`src/design/boot_strap_consts.svh`:
```
// Constants for the boot strap configuration reader.
// Assumes a 20 MHz core clock; times in nanoseconds.
`ifndef BOOT_STRAP_CONSTS_SVH
`define BOOT_STRAP_CONSTS_SVH
`define CLK_PERIOD_NS 50
`define DECAY_TIME_NS 2000
`define HOLD_TIME_NS 10000
// Least wait rounds up, longest hold rounds down
`define DECAY_CYCLES ((`DECAY_TIME_NS + `CLK_PERIOD_NS - 1) / `CLK_PERIOD_NS)
`define HOLD_CYCLES (`HOLD_TIME_NS / `CLK_PERIOD_NS)
// Sample midway inside the valid window
`define SAMPLE_CYCLES ((`DECAY_CYCLES + `HOLD_CYCLES) / 2)
`define STRAP_LSB 2
`define STRAP_WIDTH 8
`define PRECHARGE_VALUE 8'hFF
`define PRECHARGE_CYCLES 4
`define MEM_SIZE_LSB 2
`define MEM_SIZE_128M 2'h3
`define MEM_SIZE_64M 2'h2
`define MEM_SIZE_256M 2'h1
`define MEM_SIZE_RSVD 2'h0
`endif

```
`src/design/boot_strap_pkg.sv`:
```
// Types for the boot strap configuration reader.
// Assumes boot_strap_consts.svh supplies the numbers.
package boot_strap_pkg;
   typedef enum logic [4:0] {
      ST_IDLE = 5'h01,
      ST_PRECHARGE = 5'h02,
      ST_RELEASE = 5'h04,
      ST_WAIT = 5'h08,
      ST_DONE = 5'h10
   } seq_state_e;
   typedef enum logic [1:0] {
      MEM_RSVD = 2'h0,
      MEM_256M = 2'h1,
      MEM_64M = 2'h2,
      MEM_128M = 2'h3
   } mem_size_e;
endpackage : boot_strap_pkg

```
`src/design/boot_strap_config_reader.sv`:
```
// Boot strap configuration reader: precharge, release, timed capture of strap pins,
// then hand the pins over to the upper display data bits.
// Assumes pins 9:2 carry weak pull-downs on zero straps and an external pad resolves drive.
// Behaviour
// RQ1: After reset all pins are inputs.
// RQ2: Drive outputs, write ones, release, read.
// RQ3: Sequence runs first, before display handover.
// RQ4: Pulled-down pin reads zero, others one.
// RQ5: Wait at least decay time before sampling.
// RQ6: Sample before unstrapped pins lose charge.
// RQ7: Captured byte held for later readers.
// RQ8: Afterwards pins carry upper display data.
// RQ9: Byte exists only as sampled pin levels.
// RQ10: Set writes drive only one bits high.
// RQ11: Bits 3:2 encode memory device size.
// RQ12: Count cycles, sample strictly inside window.
`timescale 1ns/1ps
`include "boot_strap_consts.svh"
module boot_strap_config_reader #(
   parameter int WIDTH = `STRAP_WIDTH
) (
   input wire logic core_clk,
   input wire logic rst,
   input wire logic [WIDTH-1:0] strap_pin_in,
   output logic [WIDTH-1:0] strap_pin_out,
   output logic [WIDTH-1:0] strap_pin_oe,
   input wire logic [WIDTH-1:0] lcd_data_hi,
   output logic [WIDTH-1:0] boot_strap_config_byte,
   output logic [1:0] mem_size,
   output logic mem_size_valid,
   output logic config_done
);
   localparam int DECAY_AT = `DECAY_CYCLES;
   localparam int HOLD_AT = `HOLD_CYCLES;
   localparam int SAMPLE_AT = `SAMPLE_CYCLES;
   localparam logic [9:0] SAMPLE_CNT = 10'(SAMPLE_AT);
   localparam logic [9:0] PRE_CNT = 10'(`PRECHARGE_CYCLES);
   localparam logic [WIDTH-1:0] PRECHARGE = WIDTH'(`PRECHARGE_VALUE);
   localparam logic [WIDTH-1:0] ALL_IN = '0;
   localparam logic [WIDTH-1:0] ALL_OUT = '1;

   // Byte layout is fixed, and the cycle counter is ten bits wide
   if (WIDTH != `STRAP_WIDTH) begin : g_bad_width
      $error("strap width must be 8");
   end
   if (SAMPLE_AT <= DECAY_AT || SAMPLE_AT >= HOLD_AT) begin : g_bad_sample
      $error("sample point outside window");
   end
   if (HOLD_AT > 1023) begin : g_bad_count
      $error("window too long for the cycle counter");
   end

   // Four flops per pin; a change counts once stages two and three agree
   wire logic [WIDTH-1:0] level;
   for (genvar b = 0; b < WIDTH; b++) begin : g_pin_sync
      logic s1;
      logic s2;
      logic s3;
      logic lvl;
      logic next_s1;
      logic next_s2;
      logic next_s3;
      logic next_lvl;
      always_comb begin
         next_s1 = strap_pin_in[b];
         next_s2 = s1;
         next_s3 = s2;
         next_lvl = lvl;
         if (s2 == s3) begin
            next_lvl = s3;
         end
      end
      always_ff @(posedge core_clk) begin
         if (rst) begin
            s1 <= 1'b0;
            s2 <= 1'b0;
            s3 <= 1'b0;
            lvl <= 1'b0;
         end else begin
            s1 <= next_s1;
            s2 <= next_s2;
            s3 <= next_s3;
            lvl <= next_lvl;
         end
      end
      assign level[b] = lvl;
   end

   // Sequencer: drive, precharge, release, wait, then hand over
   boot_strap_pkg::seq_state_e state;
   boot_strap_pkg::seq_state_e next_state;
   logic [9:0] count;
   logic [9:0] next_count;
   logic sample_now;

   always_comb begin
      next_state = state;
      next_count = count + 10'h001;
      sample_now = 1'b0;
      case (state)
         boot_strap_pkg::ST_IDLE: begin
            next_count = '0;
            next_state = boot_strap_pkg::ST_PRECHARGE; // RQ3
         end
         boot_strap_pkg::ST_PRECHARGE: begin
            if (count >= PRE_CNT) begin
               next_state = boot_strap_pkg::ST_RELEASE;
            end
         end
         boot_strap_pkg::ST_RELEASE: begin
            next_count = '0;
            next_state = boot_strap_pkg::ST_WAIT;
         end
         boot_strap_pkg::ST_WAIT: begin
            // Sync latency of four cycles is small against the decay margin
            if (count == SAMPLE_CNT) begin // RQ5 RQ6 RQ12
               sample_now = 1'b1;
               next_state = boot_strap_pkg::ST_DONE;
            end
         end
         boot_strap_pkg::ST_DONE: begin
            next_count = count;
         end
         default: begin
            next_state = boot_strap_pkg::ST_IDLE;
            next_count = '0;
         end
      endcase
   end

   always_ff @(posedge core_clk) begin
      if (rst) begin
         state <= boot_strap_pkg::ST_IDLE;
         count <= '0;
      end else begin
         state <= next_state;
         count <= next_count;
      end
   end

   // Pin direction and set latch
   logic [WIDTH-1:0] dir;
   logic [WIDTH-1:0] next_dir;
   logic [WIDTH-1:0] set_q;
   logic [WIDTH-1:0] next_set_q;

   always_comb begin
      next_dir = dir;
      next_set_q = set_q;
      case (state)
         boot_strap_pkg::ST_IDLE: begin
            next_dir = ALL_OUT; // RQ2
         end
         boot_strap_pkg::ST_PRECHARGE: begin
            next_set_q = set_q | PRECHARGE; // RQ10
         end
         boot_strap_pkg::ST_RELEASE: begin
            next_dir = ALL_IN; // RQ2
         end
         boot_strap_pkg::ST_DONE: begin
            next_dir = ALL_OUT; // RQ8
         end
         default: begin
            next_dir = dir;
         end
      endcase
   end

   always_ff @(posedge core_clk) begin
      if (rst) begin
         dir <= ALL_IN; // RQ1
         set_q <= '0;
      end else begin
         dir <= next_dir;
         set_q <= next_set_q;
      end
   end

   // Captured byte and its size flag, kept until the next reset
   logic [WIDTH-1:0] cfg;
   logic [WIDTH-1:0] next_cfg;
   logic done;
   logic next_done;
   logic size_ok;
   logic next_size_ok;
   boot_strap_pkg::mem_size_e next_size_code;

   always_comb begin
      next_cfg = cfg;
      next_done = done;
      next_size_code = boot_strap_pkg::mem_size_e'(cfg[`MEM_SIZE_LSB +: 2]);
      if (sample_now) begin
         next_cfg = level; // RQ4 RQ9
         next_done = 1'b1;
         next_size_code = boot_strap_pkg::mem_size_e'(level[`MEM_SIZE_LSB +: 2]);
      end
      next_size_ok = next_done && (next_size_code != boot_strap_pkg::MEM_RSVD); // RQ11
   end

   always_ff @(posedge core_clk) begin
      if (rst) begin
         cfg <= '0;
         done <= 1'b0;
         size_ok <= 1'b0;
      end else begin
         cfg <= next_cfg; // RQ7
         done <= next_done;
         size_ok <= next_size_ok;
      end
   end

   // Display data only after capture, so straps never see it
   logic [WIDTH-1:0] pin_out_q;
   logic [WIDTH-1:0] next_pin_out;

   always_comb begin
      next_pin_out = set_q;
      if (done) begin
         next_pin_out = lcd_data_hi; // RQ8
      end
   end

   always_ff @(posedge core_clk) begin
      if (rst) begin
         pin_out_q <= '0;
      end else begin
         pin_out_q <= next_pin_out;
      end
   end

   assign strap_pin_out = pin_out_q;
   assign strap_pin_oe = dir; // RQ1
   assign boot_strap_config_byte = cfg; // RQ7
   assign mem_size = cfg[`MEM_SIZE_LSB +: 2]; // RQ11
   assign mem_size_valid = size_ok; // RQ11
   assign config_done = done;
endmodule : boot_strap_config_reader

```
`config.mk`:
```
export PLATFORM = sky130hd
export DESIGN_NAME = boot_strap_config_reader
export DESIGN_NICKNAME = d
export VERILOG_FILES = /design/src/design/boot_strap_pkg.sv /design/src/design/boot_strap_config_reader.sv
export VERILOG_INCLUDE_DIRS = /design/src /design/src/design
export SDC_FILE = /design/constraint.sdc
export NUM_CORES = 1
export LEC_CHECK = 0
export BUFFER_PORTS_ARGS = -buffer_cell sky130_fd_sc_hd__buf_2
export CAP_MARGIN = 20
export CORE_UTILIZATION = 45
export DETAILED_ROUTE_END_ITERATION = 8
export GPL_TIMING_DRIVEN = 0
export PLACE_DENSITY_LB_ADDON = 0.3
export SYNTH_ARGS = -nofsm -noshare
export SYNTH_HDL_FRONTEND = slang
export SYNTH_SLANG_ARGS = --single-unit
```
`constraint.sdc`:
```
create_clock -name core_clk -period 1.72 [get_ports core_clk]
set_input_delay 0.258 -clock core_clk [delete_from_list [all_inputs] [get_ports core_clk]]
set_output_delay 0.258 -clock core_clk [all_outputs]
set_load 0.01 [all_outputs]
```
# --- Yosys cells after proc, flatten, opt, wreduce, memory -nomap -nowiden ---
# Cells that the tools add are included.
word_totals:
  input_bits: 18
  output_inout_bits: 28
  regBits: 74
  elab_cells: 75
classes:
  eq_ne: 16
  n_reduce_logical: 6
  n_addsub: 1
  n_lt_le_gt_ge: 1
  bitwise_logic: 1
  muxes: 10
ops:
  columns: ["op", "n"]
  rows:
  - ["5-bit one-hot mux with 5 select lines", 1]
  - ["10-bit one-hot mux with 2 select lines", 1]
  - ["8-bit one-hot mux with 2 select lines", 1]
  - ["10-bit by 1-bit adder with 10-bit output, second input constant", 1]
  - ["10-bit by 7-bit equality test with 1-bit output, second input constant", 1]
  - ["10-bit by 3-bit >= comparator with 1-bit output, second input constant", 1]
  - ["5-bit 2-to-1 mux", 2]
  - ["1-bit equality test", 8]
  - ["8-bit 2-to-1 mux", 1]
  - ["5-bit by 1-bit equality test with 1-bit output, second input constant", 1]
  - ["5-bit by 2-bit equality test with 1-bit output, second input constant", 1]
  - ["5-bit by 3-bit equality test with 1-bit output, second input constant", 1]
  - ["5-bit by 4-bit equality test with 1-bit output, second input constant", 1]
  - ["5-bit equality test, second input constant", 1]
  - ["2-bit inequality test, second input constant", 2]
  - ["2-bit nonzero test", 2]
  - ["2-bit OR reduction", 2]
  - ["1-bit 2-to-1 mux", 3]
  - ["3-bit AND reduction", 1]
  - ["2-bit 2-to-1 mux", 1]
  - ["1-bit logical AND", 1]
  - ["1-bit NOT", 1]

# --- Longest topological paths before layout ---
logic_depth:
  ltp_word: 6
  depth_mapped: 8
  ltp_nobuf: 6

# --- Worst setup path before layout ---
# No wires, ideal clock.
synth_path:
  path_kind: "reg2reg"
  startpoint: "register state[2]"
  endpoint: "register count[6]"
  arrival_ns: 1.775
  n_path_buf: 4
  path_stages_with_launch: 9
  required_ns: 1.654
  setup_ns: 0.066
  synth_period_minus_slack_ns: 1.841
  slack_ns: -0.121
  cell_sequence: "dfxtp_1 -> buf_2 -> or4b_1 -> buf_2 -> or2_1 -> buf_6 -> a31o_1 -> buf_6 -> a21oi_2"
synth_via:
  elab_chain_len: 3
  elab_cells_between_ends: 5
  classes_between: "eq/ne: 3; mux: 1; reduce/logical: 1"
synth_rtl:
  columns: ["item", "line", "source"]
  rows:
  - ["from (decl)", "boot_strap_config_reader.sv:90", "boot_strap_pkg::seq_state_e state;"]
  - ["from (signal assigned)", "boot_strap_config_reader.sv:133", "state <= boot_strap_pkg::ST_IDLE;"]
  - ["from (signal assigned)", "boot_strap_config_reader.sv:136", "state <= next_state;"]
  - ["5-bit by 2-bit equality test with 1-bit output or 5-bit by 4-bit equality test with 1-bit output (tied branches)", "boot_strap_config_reader.sv:100", "case (state)"]
  - ["2-bit OR reduction (no source line)", null, null]
  - ["10-bit one-hot mux with 2 select lines", "boot_strap_config_reader.sv:100", null]
  - ["to (signal assigned)", "boot_strap_config_reader.sv:137", "count <= next_count;"]
  - ["to (decl)", "boot_strap_config_reader.sv:92", "logic [9:0] count;"]
# Several ways; a longest one is shown, not always the timed one.
# A chain may end at the register's enable or synchronous reset.

# --- Final worst setup path ---
# Ends and elaborated chain as after synthesis.

==> results.sh <==
export IMPL_clk_path_buf_depth=2
export IMPL_gp_congestion=0.765
export IMPL_grt_pass1_vias=1597
export IMPL_finalCritPeriodShare=0.991
export IMPL_finalHoldViolCount=0
export IMPL_die_h_um=75.2
export IMPL_port_buffers=45
export IMPL_hpwl_um=2970
export IMPL_p_leak_nw=1.28
export IMPL_relSlewSlack=0.670
export IMPL_num_vias=1878
export IMPL_routed_via_density=4.85
export IMPL_fin_skew_ns=0.00776
export IMPL_grt_max_degree=13
export IMPL_clock_sinks=67
export IMPL_finalWirelength_um=4520
export IMPL_path_cells="or4b_4 > buf_4 > o211ai_1 > buf_4 > or3_1 > a21oi_2"
export IMPL_dr_pass1_iters=6
export IMPL_timing_final_max_slew_violations=0
export IMPL_worst_pin_slew_ns=0.495
export IMPL_die_x_um=75.2
export IMPL_yosys_warnings=0
export IMPL_seq_area_um2=1350
export IMPL_slowest_stage="or4b_4"
export IMPL_n_antenna_cell=0
export IMPL_drive_gt1_frac=0.312
export IMPL_rows=26
export IMPL_cts_tree="done"
export IMPL_critPathMaxFanout=5
export IMPL_cpPeakStageDelay_ns=0.57
export IMPL_layout_common_cells="dfxtp_1 (63), buf_2 (45), a21oi_1 (24), nor2b_1 (24), nand2_1 (22)"
export IMPL_drc=0
export IMPL_worst_path_buf_inv=2
export IMPL_dieArea_um2=5660
export IMPL_num_io_pins=46
export IMPL_avgSynthCellArea_um2=9.61
export IMPL_fin_hold_ws_ns=0.124
export IMPL_worstSetupPathType="register to register"
export IMPL_maxCapViolCount=0
export IMPL_syn_to_final_growth_pct=25.6
export IMPL_dp_cells=366
export IMPL_cts_hold_buf=0
export IMPL_final_cells=387
export IMPL_crit_family="simple AND/OR/NAND/NOR gates"
export IMPL_nFillCells=481
export IMPL_cp_data_arrival_time_ns=1.94
export IMPL_rsz0062_at_grt="yes"
export IMPL_layout_commonest_cell="dfxtp_1"
export IMPL_core_region_area_um2=5140
export IMPL_htreeDepth=3
export IMPL_final_cell_area_um2=3030
export IMPL_insertion_delay_ns=0.34
export IMPL_period_needed_ns=1.70
export IMPL_wl_per_cell_um=11.7
export IMPL_netlist_area_um2=2410
export IMPL_layout_nets=332
export IMPL_crit_required_ns=1.95
export IMPL_power_density_nw_per_um2=1080
export IMPL_overflow=0
export IMPL_ys_types=33
export IMPL_multi_input_area_um2=960
export IMPL_synth_seq_cells=67
export IMPL_grt_pass1_wl_um=7130
export IMPL_status="complete, no violations"
export IMPL_initial_core_util=0.469
export IMPL_setup_violations=0
export IMPL_peakVddDrop_mv=0.621
export IMPL_final_antenna_net_count=0
export IMPL_cts_buffers=9
export IMPL_synth_cells=251
export IMPL_cts_root_buf="clkbuf_8"
export IMPL_path_common_cell="buf_4"
export IMPL_synth_nets=271
export IMPL_final_core_util=0.589
export IMPL_start_kind="register"
export IMPL_grt_util_all_layers=0.175
export IMPL_power_total_mw=3.27
export IMPL_ys_seq_area_frac=0.556
export IMPL_fmax_ghz=0.587
export IMPL_clk_pin_slew_ns=0.08
export IMPL_dpl_cell_area_um2=2730
export IMPL_crit_path_end_kind="register"
export IMPL_hold_path_class="input pin to register"
export IMPL_drt_initial_drc_count=41
export IMPL_antenna_found_initial=0
## through the flow
| step | TNS (ns) | setup slack [ns] |
|---|---|---|
| after floorplan | -1.19 | -0.121 |
| after global placement | -3.40 | -0.200 |
| final | 0 | 0.0153 |
| after detailed placement | -3.76 | -0.250 |
| after CTS | -0.404 | -0.0505 |
| after global routing | -0.0561 | -0.0350 |
## synthesized netlist by cell type, drive strengths merged
cell | number | area, um^2
a211oi | 2 | 15.0
a21oi | 28 | 155
a31o | 3 | 26.3
and2 | 2 | 12.5
and3 | 1 | 6.26
and4 | 1 | 8.76
buf | 18 | 120
clkbuf | 5 | 18.8
dfxtp | 67 | 1340
ha | 2 | 25.0
inv | 3 | 11.3
mux2i | 8 | 80.1
nand2 | 22 | 82.6
nand3 | 3 | 15.0
nand3b | 2 | 15.0
nand4 | 2 | 12.5
nor2 | 19 | 71.3
nor2b | 24 | 150
nor3 | 3 | 15.0
nor4 | 4 | 25.0
o2111ai | 1 | 8.76
o211ai | 3 | 22.5
o21ai | 16 | 80.1
or2 | 1 | 6.26
or3 | 4 | 25.0
or4b | 1 | 10.0
xnor2 | 1 | 8.76
xor2 | 5 | 43.8
## repair_timing
action	in CTS	in global routing
setup endpoints to repair	20	17
setup buffers	6	1
cloned	1	0
gates resized for setup	18	8
pin swaps	9	4
## sequential cells by signal, indices dropped and copies added, names as in the netlist, 5 cells and up
| signal | flops |
|---|---|
| count | 10 |
| boot_strap_config_byte | 8 |
| g_pin_sync.lvl | 8 |
| g_pin_sync.next_s2 | 8 |
| g_pin_sync.next_s3 | 8 |
| g_pin_sync.s3 | 8 |
| strap_pin_out | 8 |
| state | 5 |
## cells by family after synthesis
family / share of synthesized area
xor gates and xnor gates: 0.0218
muxes: 0.0332
and+or+nand+nor: 0.189
adders and majority gates: 0.0104
AOI/OAI and AO/OA: 0.128
buffers and inverters: 0.0622
DFF: 0.556
## routing by layer
layer	track usage	wire length [um]	vias to the layer above
met5	0	0	-
met4	0.103	104	0
met3	0.0495	189	12
met2	0.272	2110	44
met1	0.216	2120	857
li1	-	-	965
## worst paths after layout
kind	from	end	slack, ns	cells after the start
max reg2reg	state[2]	count[6]	0.02	6
min reg2reg	g_pin_sync[1].next_s2	g_pin_sync[1].next_s3	0.44	1
max	state[2]	count[6]	0.02	6
min	strap_pin_in[5]	g_pin_sync[5].next_s2	0.12	2
## cell type report
cell class,count,area share
buffer,20,0.0425
clock buffer,10,0.0454
clock inverter,6,0.0211
inverter,3,0.00372
multi-input combinational,158,0.317
sequential,67,0.446
tap,70,0.0289
timing repair buffer,53,0.0954
## power breakdown
part	leakage (nW)	switching, mW	internal [mW]
combinational	0.632	0.147	0.156
sequential	0.547	0.0397	1.61
clock	0.0987	0.609	0.708
total	1.28	0.796	2.47
No activity file was read; power rests on OpenSTA's default activity.
